[src/logic/rfwp_pkg.sv]
// Purpose: Constants and types for the receive RAM host write port.
// Assumes: 32-bit APB data, one aligned word per register.
// Notes: Entry is 40 bits, control byte above a 32-bit data word.
package rfwp_pkg;
    localparam int unsigned RFWP_PAW = 12;
    localparam logic [11:0] RFWP_REQ_ADDR_OFF = 12'h070;
    localparam logic [11:0] RFWP_LOW_WORD_OFF = 12'h074;
    localparam int unsigned RFWP_REQ_BIT = 31;
    localparam int unsigned RFWP_ACK_BIT = 30;
    localparam int unsigned RFWP_HI_LSB = 16;
    localparam int unsigned RFWP_HI_MSB = 23;
    localparam int unsigned RFWP_SEL_BIT = 13;
    localparam int unsigned RFWP_RAM_AW = 12;
    localparam int unsigned RFWP_PTR_W = 13;
    localparam int unsigned RFWP_ADX_W = 14;
    localparam int unsigned RFWP_ENTRY_W = 40;
    localparam int unsigned RFWP_SOF_BIT = 35;
    localparam int unsigned RFWP_EOF_BIT = 34;
    localparam int unsigned RFWP_NVLD_MSB = 33;
    localparam int unsigned RFWP_NVLD_LSB = 32;
    localparam logic [7:0] RFWP_HI_RST = 8'h00;
    localparam logic [13:0] RFWP_ADX_RST = 14'h0000;
    localparam logic [31:0] RFWP_LOW_WORD_RST = 32'h00000000;
    typedef enum logic [1:0] {
        RFWP_HS_IDLE,
        RFWP_HS_FIRE,
        RFWP_HS_ACK
    } rfwp_hs_e;
endpackage : rfwp_pkg

[src/logic/rfwp_apb_if.sv]
// Purpose: APB decode for the two port registers.
// Assumes: Zero wait states; read data is captured in the setup cycle.
// Notes: Unmapped addresses answer with pslverr in the access phase.
module rfwp_apb_if (
    input wire logic pclk,
    input wire logic presetn,
    input wire logic psel,
    input wire logic penable,
    input wire logic pwrite,
    input wire logic [rfwp_pkg::RFWP_PAW-1:0] paddr,
    output logic wr_req_addr,
    output logic wr_low_word,
    output logic rd_setup,
    output logic hit_req_addr,
    output logic hit_low_word,
    output logic pready,
    output logic pslverr
);
    import rfwp_pkg::*;

    logic access;
    logic mapped;

    assign hit_req_addr = (paddr == RFWP_REQ_ADDR_OFF);
    assign hit_low_word = (paddr == RFWP_LOW_WORD_OFF);
    assign mapped = hit_req_addr | hit_low_word;
    assign access = psel & penable;
    assign pready = 1'b1;
    assign pslverr = access & ~mapped;
    assign wr_req_addr = access & pwrite & hit_req_addr;
    assign wr_low_word = access & pwrite & hit_low_word;
    assign rd_setup = psel & ~penable & ~pwrite;
endmodule : rfwp_apb_if

[src/logic/rfwp_handshake.sv]
// Purpose: Four-phase request/acknowledge sequencer for one entry write.
// Assumes: Request comes from a register on the same clock.
// Notes: One fire pulse per request rise, then acknowledge until release.
module rfwp_handshake (
    input wire logic pclk,
    input wire logic presetn,
    input wire logic req,
    output logic fire,
    output logic ack
);
    import rfwp_pkg::*;

    rfwp_hs_e state_q;
    rfwp_hs_e state_d;

    always_comb begin
        state_d = state_q;
        case (state_q)
            RFWP_HS_IDLE: begin
                if (req) begin
                    state_d = RFWP_HS_FIRE;
                end
            end
            RFWP_HS_FIRE: begin
                state_d = RFWP_HS_ACK;
            end
            RFWP_HS_ACK: begin
                if (!req) begin
                    state_d = RFWP_HS_IDLE;
                end
            end
            default: begin
                state_d = RFWP_HS_IDLE;
            end
        endcase
    end

    always_ff @(posedge pclk or negedge presetn) begin
        if (!presetn) begin
            state_q <= RFWP_HS_IDLE;
        end else begin
            state_q <= state_d;
        end
    end

    assign fire = (state_q == RFWP_HS_FIRE);
    assign ack = (state_q == RFWP_HS_ACK);
endmodule : rfwp_handshake

[src/logic/rfwp_top.sv]
// Purpose: Host port that writes receive FIFO RAM entries or loads the
//          receive FIFO write pointer under a request/acknowledge handshake.
// Assumes: Receive FIFO logic runs on pclk; write pointer input is synchronous.
// Notes: Registers reached over APB; one RAM or pointer write per request.
//
// Overview of operation
// - Acknowledge follows request rise and fall only
// - Acknowledge means entry or pointer was accepted
// - Reserved bits ignore writes, read as zero
// - Upper entry byte held in bits 23:16
// - Upper byte: start, end, valid byte count
// - RAM written only with select clear, request set
// - Address field reads back live write pointer
// - Address write loads staged address register
// - Select low: bits 11:0 address the RAM
// - Select high: bits 12:0 load write pointer
// - Field sized for 13-bit pointer, select above
// - Second register holds lower four entry bytes
//
// Our own choices: the placing of the registers and the APB register port.
module rfwp_top (
    input wire logic pclk,
    input wire logic presetn,
    input wire logic psel,
    input wire logic penable,
    input wire logic pwrite,
    input wire logic [rfwp_pkg::RFWP_PAW-1:0] paddr,
    input wire logic [31:0] pwdata,
    input wire logic [3:0] pstrb,
    output logic [31:0] prdata,
    output logic pready,
    output logic pslverr,
    input wire logic [rfwp_pkg::RFWP_PTR_W-1:0] rx_wr_ptr,
    output logic ram_wr_en,
    output logic [rfwp_pkg::RFWP_RAM_AW-1:0] ram_wr_addr,
    output logic [rfwp_pkg::RFWP_ENTRY_W-1:0] ram_wr_data,
    output logic ptr_load,
    output logic [rfwp_pkg::RFWP_PTR_W-1:0] ptr_value
);
    import rfwp_pkg::*;

    logic wr_req_addr;
    logic wr_low_word;
    logic rd_setup;
    logic hit_req_addr;
    logic hit_low_word;
    logic fire;
    logic ack;
    logic req_q;
    logic [7:0] hi_q;
    logic [RFWP_ADX_W-1:0] adx_q;
    logic [31:0] adx_merge;
    logic [31:0] lo_q;
    logic [31:0] prdata_q;
    logic [31:0] req_addr_view;
    logic [31:0] rd_mux;
    logic sel;

    rfwp_apb_if u_apb (
        .pclk(pclk),
        .presetn(presetn),
        .psel(psel),
        .penable(penable),
        .pwrite(pwrite),
        .paddr(paddr),
        .wr_req_addr(wr_req_addr),
        .wr_low_word(wr_low_word),
        .rd_setup(rd_setup),
        .hit_req_addr(hit_req_addr),
        .hit_low_word(hit_low_word),
        .pready(pready),
        .pslverr(pslverr)
    );

    rfwp_handshake u_hs (
        .pclk(pclk),
        .presetn(presetn),
        .req(req_q),
        .fire(fire),
        .ack(ack)
    );

    // Byte-lane merge for APB write strobes
    function automatic logic [31:0] lane_merge(
        input logic [31:0] old_val,
        input logic [31:0] new_val,
        input logic [3:0] strb
    );
        logic [31:0] res;
        res = old_val;
        for (int i = 0; i < 4; i++) begin
            if (strb[i]) begin
                res[i*8 +: 8] = new_val[i*8 +: 8];
            end
        end
        return res;
    endfunction : lane_merge

    // Request bit is software owned; hardware never clears it
    always_ff @(posedge pclk or negedge presetn) begin
        if (!presetn) begin
            req_q <= 1'b0;
        end else if (wr_req_addr && pstrb[3]) begin
            req_q <= pwdata[RFWP_REQ_BIT];
        end
    end

    always_ff @(posedge pclk or negedge presetn) begin
        if (!presetn) begin
            hi_q <= RFWP_HI_RST;
        end else if (wr_req_addr && pstrb[2]) begin
            hi_q <= pwdata[RFWP_HI_MSB:RFWP_HI_LSB];
        end
    end

    // Staged address keeps select bit 13 above the 13-bit pointer field
    assign adx_merge = lane_merge({18'h00000, adx_q}, pwdata, pstrb);

    always_ff @(posedge pclk or negedge presetn) begin
        if (!presetn) begin
            adx_q <= RFWP_ADX_RST;
        end else if (wr_req_addr) begin
            adx_q <= adx_merge[RFWP_ADX_W-1:0];
        end
    end

    always_ff @(posedge pclk or negedge presetn) begin
        if (!presetn) begin
            lo_q <= RFWP_LOW_WORD_RST;
        end else if (wr_low_word) begin
            lo_q <= lane_merge(lo_q, pwdata, pstrb);
        end
    end

    // Readback: reserved ranges forced to zero, address shows live pointer
    always_comb begin
        req_addr_view = 32'h00000000;
        req_addr_view[RFWP_REQ_BIT] = req_q;
        req_addr_view[RFWP_ACK_BIT] = ack;
        req_addr_view[RFWP_HI_MSB:RFWP_HI_LSB] = hi_q;
        req_addr_view[RFWP_PTR_W-1:0] = rx_wr_ptr;
    end

    always_comb begin
        rd_mux = 32'h00000000;
        if (hit_req_addr) begin
            rd_mux = req_addr_view;
        end else if (hit_low_word) begin
            rd_mux = lo_q;
        end
    end

    // Read data captured in setup so the access phase needs no wait
    always_ff @(posedge pclk or negedge presetn) begin
        if (!presetn) begin
            prdata_q <= 32'h00000000;
        end else if (rd_setup) begin
            prdata_q <= rd_mux;
        end
    end

    assign prdata = prdata_q;

    // Entry and pointer paths; fire lasts exactly one cycle per request
    assign sel = adx_q[RFWP_SEL_BIT];
    assign ram_wr_en = fire & ~sel;
    assign ram_wr_addr = adx_q[RFWP_RAM_AW-1:0];
    assign ram_wr_data = {hi_q, lo_q};
    assign ptr_load = fire & sel;
    assign ptr_value = adx_q[RFWP_PTR_W-1:0];

    logic apb_wr_hit;
    logic apb_rd_acc;
    assign apb_wr_hit = psel && penable && pwrite && pready;
    assign apb_rd_acc = psel && penable && !pwrite && pready;

    // Strobes seen while the current request is held
    logic [1:0] wr_seen_q;
    always_ff @(posedge pclk or negedge presetn) begin
        if (!presetn) begin
            wr_seen_q <= 2'h0;
        end else if (!req_q) begin
            wr_seen_q <= 2'h0;
        end else if ((ram_wr_en || ptr_load) && !wr_seen_q[1]) begin
            wr_seen_q <= wr_seen_q + 2'h1;
        end
    end
endmodule : rfwp_top

[config.mk]
export PLATFORM = sky130hd
export DESIGN_NAME = rfwp_top
export DESIGN_NICKNAME = d
export VERILOG_FILES = /design/src/logic/rfwp_pkg.sv /design/src/logic/rfwp_apb_if.sv /design/src/logic/rfwp_handshake.sv /design/src/logic/rfwp_top.sv
export SDC_FILE = /design/constraint.sdc
export NUM_CORES = 1
export LEC_CHECK = 0
export BUFFER_PORTS_ARGS = -buffer_cell sky130_fd_sc_hd__buf_2
export CORE_UTILIZATION = 52
export DETAILED_ROUTE_END_ITERATION = 10
export PLACE_DENSITY_LB_ADDON = 0.2
export SYNTH_ARGS = -nofsm -noshare
export SYNTH_HDL_FRONTEND = slang
export SYNTH_SLANG_ARGS = --single-unit
[constraint.sdc]
create_clock -name pclk -period 4.11 [get_ports pclk]
set_clock_uncertainty 0.15 [all_clocks]
set_input_delay 0.2055 -clock pclk [delete_from_list [all_inputs] [get_ports pclk]]
set_output_delay 0.2055 -clock pclk [all_outputs]
set_load 0.05 [all_outputs]
# --- Word-level counts from Yosys, hierarchy flattened ---
# Cells that the tools add are included.
totals:
  ff_bits: 89
  in_bits: 66
  out_inout_bits: 101
  elab_cells: 45
classes:
  eq_ne: 6
  n_mux: 5
  bitwise: 14
  n_reduce_logical: 10
ops:
  columns: ["op", "n"]
  rows:
  - ["$mux 32", 2]
  - ["$eq 12x7->1 const B", 2]
  - ["$reduce_and 2->1", 7]
  - ["$and 1x1->1", 9]
  - ["$pmux 2 s3", 1]
  - ["$mux 2", 2]
  - ["$ne 2x2->1 const B", 2]
  - ["$not 1->1", 4]
  - ["$eq 2x1->1 const B", 1]
  - ["$eq 2x2->1 const B", 1]
  - ["$logic_and 1x1->1", 2]
  - ["$logic_not 2->1", 1]
  - ["$or 1x1->1", 1]

# --- Logic depth before layout (Yosys ltp) ---
# Gate-level depths: netlist (run 1).
depth:
  depth_word: 4
  ltp_mapped: 5
  depth_no_buf: 3

# --- Modules after synthesis ---
# From an unflattened synthesis (run 1), not the netlist that was laid out.
unflattened:
  hier_cells: 334
  hier_area_um2: 3908.7
modules_own_cells:
  columns: ["mod", "instances", "cells_each", "area_per_inst_um2", "seq_area_each_um2"]
  rows:
  - ["rfwp_top", 1, 312, 3733.6, 2177.1]
  - ["rfwp_apb_if", 1, 16, 97.6, 0.0]
  - ["rfwp_handshake", 1, 6, 77.6, 50.0]

# --- Worst setup path before layout (run 1) ---
# OpenSTA, ideal clock, no wires.
synth_timing:
  path_type: "input to register"
  from: "in paddr[9] (netlist name)"
  to: "reg lo_q[0]"
  setup_ns: 0.125
  arrival_ns: 1.754
  t_required_ns: 3.835
  path_slack_ns: 2.081
  cell_stages: 4
  n_path_buf: 1
  cell_sequence: "or4_4 buf_6 nor4_4 mux2_2"
synth_via:
  elab_chain_len: 3
synth_rtl:
  columns: ["item", "line", "text"]
  rows:
  - ["from (decl)", "rfwp_top.sv:27", "input wire logic [rfwp_pkg::RFWP_PAW-1:0] paddr,"]
  - ["$eq 12x7->1", "rfwp_apb_if.sv:25", "assign hit_low_word = (paddr == RFWP_LOW_WORD_OFF);"]
  - ["$and 1x1->1", "rfwp_apb_if.sv:31", "assign wr_low_word = access & pwrite & hit_low_word;"]
  - ["$reduce_and 2->1 (no line)", null, null]
  - ["to (signal assigned)", "rfwp_top.sv:131", "lo_q <= lane_merge(lo_q, pwdata, pstrb);"]
  - ["to (decl)", "rfwp_top.sv:53", "logic [31:0] lo_q;"]
# Every way passes these cells.
# A chain may end at the register's enable or synchronous reset.

# --- Worst setup path after layout (run 1) ---
layout_timing:
  from: "in paddr[7] (netlist name)"
  to: "reg prdata_q[19] (netlist: prdata[19])"
layout_via:
  elab_chain_len: 3
  elab_cells_between_ends: 4
  classes_between: "eq/ne (2); mux (2)"
layout_rtl:
  columns: ["item", "line", "text"]
  rows:
  - ["$eq 12x7->1", "rfwp_apb_if.sv:25", null]
  - ["$mux 32", "rfwp_top.sv:148", "end else if (hit_low_word) begin"]
  - ["$mux 32 (*)", "rfwp_top.sv:146", "if (hit_req_addr) begin"]
  - ["to (signal assigned)", "rfwp_top.sv:158", "prdata_q <= rd_mux;"]
  - ["to (decl)", "rfwp_top.sv:54", "logic [31:0] prdata_q;"]
# Mark *: on every way between the ends. The rest lies on a longest branch, timed or not.

==> flow_summary_export.csv, run 1 <==
group,metric,value,unit
run_status,outcome,"finished clean",
timing,maxClockFrequency,0.413,GHz
die,vert_die_dim,89.7,um
grt,maximum_number_of_pins_on_one_net_before_global_route_repair,56,
finish,filler_cell_count,548,
synth,synth.yosys.warnings,0,
setup_path,path_buf_inv,1,
clock_network,clock_insertion_delay_worst_skew,0.34,ns
synth,synth-edff-count,0,
clock_network,clock_tree.htree_level_count,3,
setup_path,setup.worst_path.class,"in2reg",
min_path,min-delay-path-class,"in2reg",
die,dieArea,8050,um2
routing,wirelength,8.85,mm
pwr,internal_power_of_the_cells,1.20,mW
synth,proportion_of_synthesized_chip_area_in_sequential_cells,55.7,%
pwr,power.static_leakage,2.92,nW
setup_path,cpPeakStageDelay,1.01,ns
setup_path,cpLargestDelayFamily,"simple AND/OR/NAND/NOR gates",
pwr,power_frac_comb,7.5,%
synth,share_of_flip_flops_with_an_asynchronous_set_or_reset_after_synthesis,100,%
place,gp_congestion,0.733,
clock_network,root_buffer,"clkbuf_8",
grt,global_route_wire_length_before_repair,14.9,mm
synth,yosys.cell_types.count,29,
synth,post_synth_inst_count,292,
grt,first_global_vias,2997,
timing,timing.final.max_slew_violations,0,
synth,post_synthesis_net_count,358,
clock_network,max-clock-path-buffers,2,
setup_path,arrival,2.51,ns
synth,syn-cell-area,4000,um2
grt,antenna_found_initial,0,
pwr,power.sequential.fraction,57.0,%
timing,post-route-period-util,58.9,%
place,dpl_cell_area,4700,um2
routing,routed_wire_per_std_cell,15.6,um
die,num_io_pins,167,
place,post-place-cells,517,
routing,drt_drc_violations_left,0,
synth,ys_ff_latch,89,
setup_path,timing.critical_path.to_type,"flip-flop",
timing,rsz0062_at_grt,"no",
routing,drt-pass1-iter-count,4,
routing,routed.top_layer,"met4",
finish,layout.cells.most_common_list,"buf_2, dfrtp_1, mux2_2",
finish,combined_area_of_the_multi_input_logic_cells,1510,um2
clock_network,clkSinkCount,89,
finish,layout_commonest_cell,"buf_2",
place,placement.io_buffers,165,
clock_network,cts_made_buffers,9,
pwr,power_density_relative_to_cell_area,295,nW/um2
die,start_util,54.6,%
setup_path,critical_path_peak_fanout,23,
timing,period_minus_slack,2.42,ns
routing,via_count_normalized_by_instance_count,5.13,
pwr,clock_network_power_share,35.5,%
die,die_width,89.7,um
timing,max_slew.worst_pin.slew,1.11,ns
synth,synthesis.area_per_instance,13.7,um2
setup_path,critical_path_cell_by_cell,"buf_2 > nand4b_1 > or3_1 > o31ai_1",
die,rows,31,
finish,seq_area,2230,um2
routing,detail_route_antenna_nets,0,
place,place.detailed.hpwl,6.07,mm
finish,layout.nets,528,
routing,detailroute.via_count,2902,
pwr,total_power,1.54,mW
job,maxCapViolations,0,
finish,post_layout_nonfiller_instances,566,
grt,grt_usage,23.2,%
synth,yosys_most_used_dff,"dfrtp_1",
finish,layout-drive-gt1-share,53.4,%
timing,total_negative_slack,0,ns
finish,growth_of_design_area_from_synthesis_to_finish,30.3,%
pwr,total_switching_power,0.341,mW
routing,drt_first_iter_violations,137,
setup_path,worst-endpoint-required,4.20,ns
timing,finalSetupViolations,0,
die,design.core.area,7330,um2
finish,stdcell_area,5220,um2
setup_path,startpoint_type,"primary input",
pwr,power.share.switching,22.2,%
routing,m1WireLength,3.87,mm
pwr,vdd.ir_drop.worst,0.236,mV
timing,timing_hold_violations_final,0,
clock_network,tritoncts_clock_tree,"built",
grt,grt.overflow.total,0,
timing,slew_headroom,26.2,%
routing,met3_length,483,um
clock_network,clkTransAtPathRegs,0.08,ns
routing,met2_length,4.33,mm
setup_path,cp_slowest_cell,"or3_1",
==> cells in the mapped netlist, types with 2 or more instances <==
cell type	number	area share, %
nor3b_1	3	0.56
or4b_2	3	0.75
nand2_1	23	2.2
buf_2	4	0.50
dfrtp_1	89	56
clkbuf_1	9	0.84
a22o_1	9	2.0
mux2i_1	22	5.5
nor4_4	7	3.7
o31ai_1	23	4.3
nand4b_1	2	0.44
mux2_2	55	15
or3_1	2	0.31
buf_4	26	4.9
==> power groups by stage <==
stage	clock network [mW]	logic, mW	registers, mW
5_1_grt	0.596	0.127	0.876
2_1_floorplan	0	0.0357	0.894
3_5_place_dp	0	0.0921	0.893
3_3_place_gp	0	0.0908	0.893
6_report	0.546	0.115	0.875
4_1_cts	0.560	0.116	0.875
==> metrics by stage <==
stage	hold WS, ns	util (%)	setup slack [ns]
6_report	0.0346	71.1	1.69
5_1_grt	0.0324	71.1	1.54
3_5_place_dp	0.113	64.1	1.29
2_1_floorplan	-0.240	-	2.08
4_1_cts	0.0287	71.1	1.65
3_3_place_gp	0.113	64.1	1.35
==> flip-flops by register name, indices dropped and copies added (netlist names) <==
signal        cells
u_hs.state_q      2
hi_q              8
adx_q            14
lo_q             32
req_q             1
prdata           32
==> kinds of logic (layout without fill, tap and decap cells) <==
logic type | count (synthesis) | in the layout | share of synthesized area, %
multiplexers | 77 | 77 | 21.0
other | 1 | 2 | 0.0937
AO/OA/AOI/OAI | 35 | 35 | 6.82
AND/OR/NAND/NOR | 49 | 49 | 9.85
buffers and inverters | 41 | 215 | 6.60
flip-flops | 89 | 89 | 55.7
==> tightest hold or removal path: stages <==
cell and delay [ns]:
buf_2 0.09, mux2i_1 0.11, o31ai_1 0.08
==> path summary, 6_finish.rpt <==
kind	start	endpoint	slack, ns	depth (start not counted)
max in group asynchronous	presetn	prdata[1]	2.58	3
worst min register to register	prdata[11]	prdata[11]	0.33	2
min in group asynchronous	presetn	hi_q[5]	0.26	2
worst min-delay path	rx_wr_ptr[3]	prdata[3]	0.03	3
worst max register to register	u_hs.state_q[1]	prdata[30]	2.92	3
worst max-delay path	paddr[7]	prdata[19]	1.69	4
==> layout make-up <==
| class | count | area share (%) |
|---|---|---|
| Sequential cell | 89 | 42.7 |
| Multi-Input combinational cell | 162 | 29.0 |
| Timing Repair Buffer | 199 | 22.4 |
| Clock buffer | 13 | 3.24 |
| Tap cell | 99 | 2.38 |
| Clock inverter | 2 | 0.240 |
| Inverter | 1 | 0.0720 |
| Antenna cell | 1 | 0.0480 |
==> timing repair <==
item	CTS	global route
endpoints found under the hold margin	105	0
hold buffers	33	0
setup buffers	0	0
gates resized for setup	0	0
==> per-layer routing <==
metal | track usage [%] | up-vias
met2 | 37.9 | 99
met5 | 0 | -
met4 | 8.47 | 0
met3 | 4.74 | 14
met1 | 30.7 | 1404
li1 | - | 1385
Note: power is estimated with default switching activity, not from simulation.
==> inputs of run 2 (changes only) <==
ABC_AREA = 1   (was default)
CORE_UTILIZATION = 45   (was 52)
clock period = 2.1 ns   (was 4.11 ns; I/O delays follow)
==> flow_summary_export.csv, run 2 <==
group,metric,value,unit
synth,yosys.cell_types.count,23,
setup_path,startpoint_type,"primary input",
min_path,holdPathStages,5,
clock_network,cts_made_buffers,9,
timing,period_minus_slack,1.96,ns
routing,routed_wire_per_std_cell,14.9,um
synth,post_synthesis_net_count,598,
finish,stdcell_area,6000,um2
timing,max_slew.worst_pin.slew,1.06,ns
place,dpl_cell_area,5090,um2
min_path,hold_path_end,"lo_q[6]",
grt,grt.overflow.total,0,
synth,yosys.area_share.xor_xnor,0,%
setup_path,timing.rr.end,"prdata[30]",
run_status,outcome,"finished clean",
clock_network,clock_insertion_delay_worst_skew,0.35,ns
setup_path,setup.worst_path.class,"in2reg",
synth,synth_top_family_by_area,"simple AND/OR/NAND/NOR gates",
grt,grt_usage,26.1,%
pwr,power_density_relative_to_cell_area,560,nW/um2
setup_path,worst_r2r_path_depth,5,
synth,synth-compound-area-share,0,%
timing,slew_headroom,29.2,%
setup_path,arrival,2.11,ns
clock_network,ctsHoldBuffers,67,
die,start_util,47.1,%
clock_network,root_buffer,"clkbuf_8",
die,num_io_pins,167,
grt,maximum_number_of_pins_on_one_net_before_global_route_repair,49,
timing,rsz0062_at_grt,"no",
routing,via_count_normalized_by_instance_count,5.14,
routing,drt_drc_violations_left,0,
synth,yosys_most_used_dff,"dfrtp_1",
routing,detailroute.via_count,4412,
timing,maxClockFrequency,0.510,GHz
synth,proportion_of_synthesized_chip_area_in_sequential_cells,50.4,%
synth,synth.top_cells.by_count,"nand2_1, dfrtp_1, nand3_1",
routing,detail_route_antenna_nets,0,
die,die_width,101,um
setup_path,critical_path_peak_fanout,15,
die,vert_die_dim,101,um
synth,synth-simple-area-share,39.1,%
grt,first_global_vias,4068,
finish,layout_commonest_cell,"nand2_1",
grt,antenna_found_initial,0,
finish,growth_of_design_area_from_synthesis_to_finish,35.8,%
clock_network,max-clock-path-buffers,2,
timing,post-route-period-util,93.3,%
synth,share_of_flip_flops_with_an_asynchronous_set_or_reset_after_synthesis,100,%
finish,num_antenna_cells,0,
synth,synth.yosys.warnings,0,
pwr,vdd.ir_drop.worst,0.268,mV
place,place.detailed.hpwl,8.38,mm
clock_network,postCtsResizedCells,0,
synth,syn-cell-area,4420,um2
synth,post_synth_inst_count,532,
synth,synth_top_area_cell,"dfrtp_1",
clock_network,clkTransAtPathRegs,0.09,ns
timing,timing_hold_violations_final,0,
routing,wirelength,12.8,mm
routing,drt-pass1-iter-count,5,
clock_network,setup_repair_bufs_after_cts,0,
pwr,power.static_leakage,3.57,nW
pwr,total_power,3.36,mW
synth,synth.area.mux_share,0,%
synth,synthesis.area_per_instance,8.30,um2
min_path,min-delay-path-class,"in2reg",
min_path,hold_path_startpoint,"psel",
place,placement.io_buffers,165,
synth,adder_cell_fraction_of_synth_area,0,%
setup_path,worst-r2r-setup-slack,1.05,ns
setup_path,timing.critical_path.to_type,"flip-flop",
setup_path,worst-endpoint-required,2.25,ns
clock_network,clkSinkCount,89,
finish,layout-drive-gt1-share,29.3,%
setup_path,origin_of_the_critical_flop_to_flop_path,"u_hs.state_q[0]",
synth,area_share_of_the_leading_cell_type_in_the_synthesized_netlist,50.4,%
job,maxCapViolations,0,
synth,post_synth_main_area_contributors,"dfrtp_1, nand2_1, nand3_1",
synth,ys_ff_latch,89,
timing,finalSetupViolations,0,
grt,global_route_wire_length_before_repair,20.4,mm
synth,yosysMostFrequentCell,"nand2_1",
finish,layout.cells.most_common_list,"nand2_1, buf_2, dfrtp_1",
synth,synth-edff-count,0,
clock_network,tritoncts_clock_tree,"built",
finish,layout.nets,791,
timing,timing.final.max_slew_violations,0,
die,design.core.area,9370,um2
timing,total_negative_slack,0,ns
routing,drt_first_iter_violations,268,
finish,filler_cell_count,836,
die,dieArea,10200,um2
clock_network,clock_tree.htree_level_count,3,
place,gp_congestion,0.825,
die,rows,35,
==> run 2: worst max-delay path by stage <==
stage	cells past startpoint	start	slack, ns	endpoint
2_1_floorplan	7	paddr[5]	0.07	pslverr
3_3_place_gp	8	paddr[11]	0.32	hi_q[7]
3_5_place_dp	8	paddr[9]	0.29	adx_q[6]
4_1_cts	10	paddr[3]	0.21	lo_q[29]
5_1_grt	10	paddr[3]	0.06	lo_q[26]
6_report	10	paddr[3]	0.14	lo_q[26]
==> run 2: layer usage <==
layer  global-route usage, %  share of wire (%)
met1                    37.4                 45
met2                    40.4                 47
met3                    4.23                7.1
met4                    8.03                1.4
met5                       0                  0
==> run 2: layout make-up <==
class | count | area, um2 | share of cell area (%)
Tap cell | 129 | 161 | 2.69
Multi-Input combinational cell | 371 | 1740 | 29.0
Timing Repair Buffer | 242 | 1590 | 26.5
Inverter | 12 | 46.3 | 0.772
Sequential cell | 89 | 2230 | 37.1
Clock buffer | 11 | 151 | 2.53
Clock inverter | 5 | 86.3 | 1.44
==> run 2: logic make-up after synthesis <==
logic type	Yosys count
and+or+nand+nor	370
DFF	89
buffers and inverters	72
other	1
==> run 2: report_power, final <==
part           switching [mW]  internal, mW  total, mW
logic                   0.162         0.121      0.283
registers            0.000675          1.71       1.71
clock network           0.617         0.744       1.36
total                   0.780          2.58       3.36
==> run 2: metrics by stage <==
step,setup slack [ns],std cells,util [%],hold WS (ns)
after floorplan,0.0719,532,-,-0.341
after global placement,0.324,776,54.3,-0.00913
after detailed placement,0.293,776,54.3,-0.00447
after CTS,0.210,859,64.0,0.0543
after global routing,0.0563,859,64.0,0.0895
final,0.140,859,64.0,0.0705
==> run 2: worst max-delay path: stages <==
cell	delay, ns
buf_2	0.10
inv_1	0.04
nand2_1	0.05
nor2_2	0.37
nand3_2	0.16
nor2_4	0.24
buf_4	0.27
nand3_1	0.10
dlygate4sd3_1	0.59
nand2_1	0.07
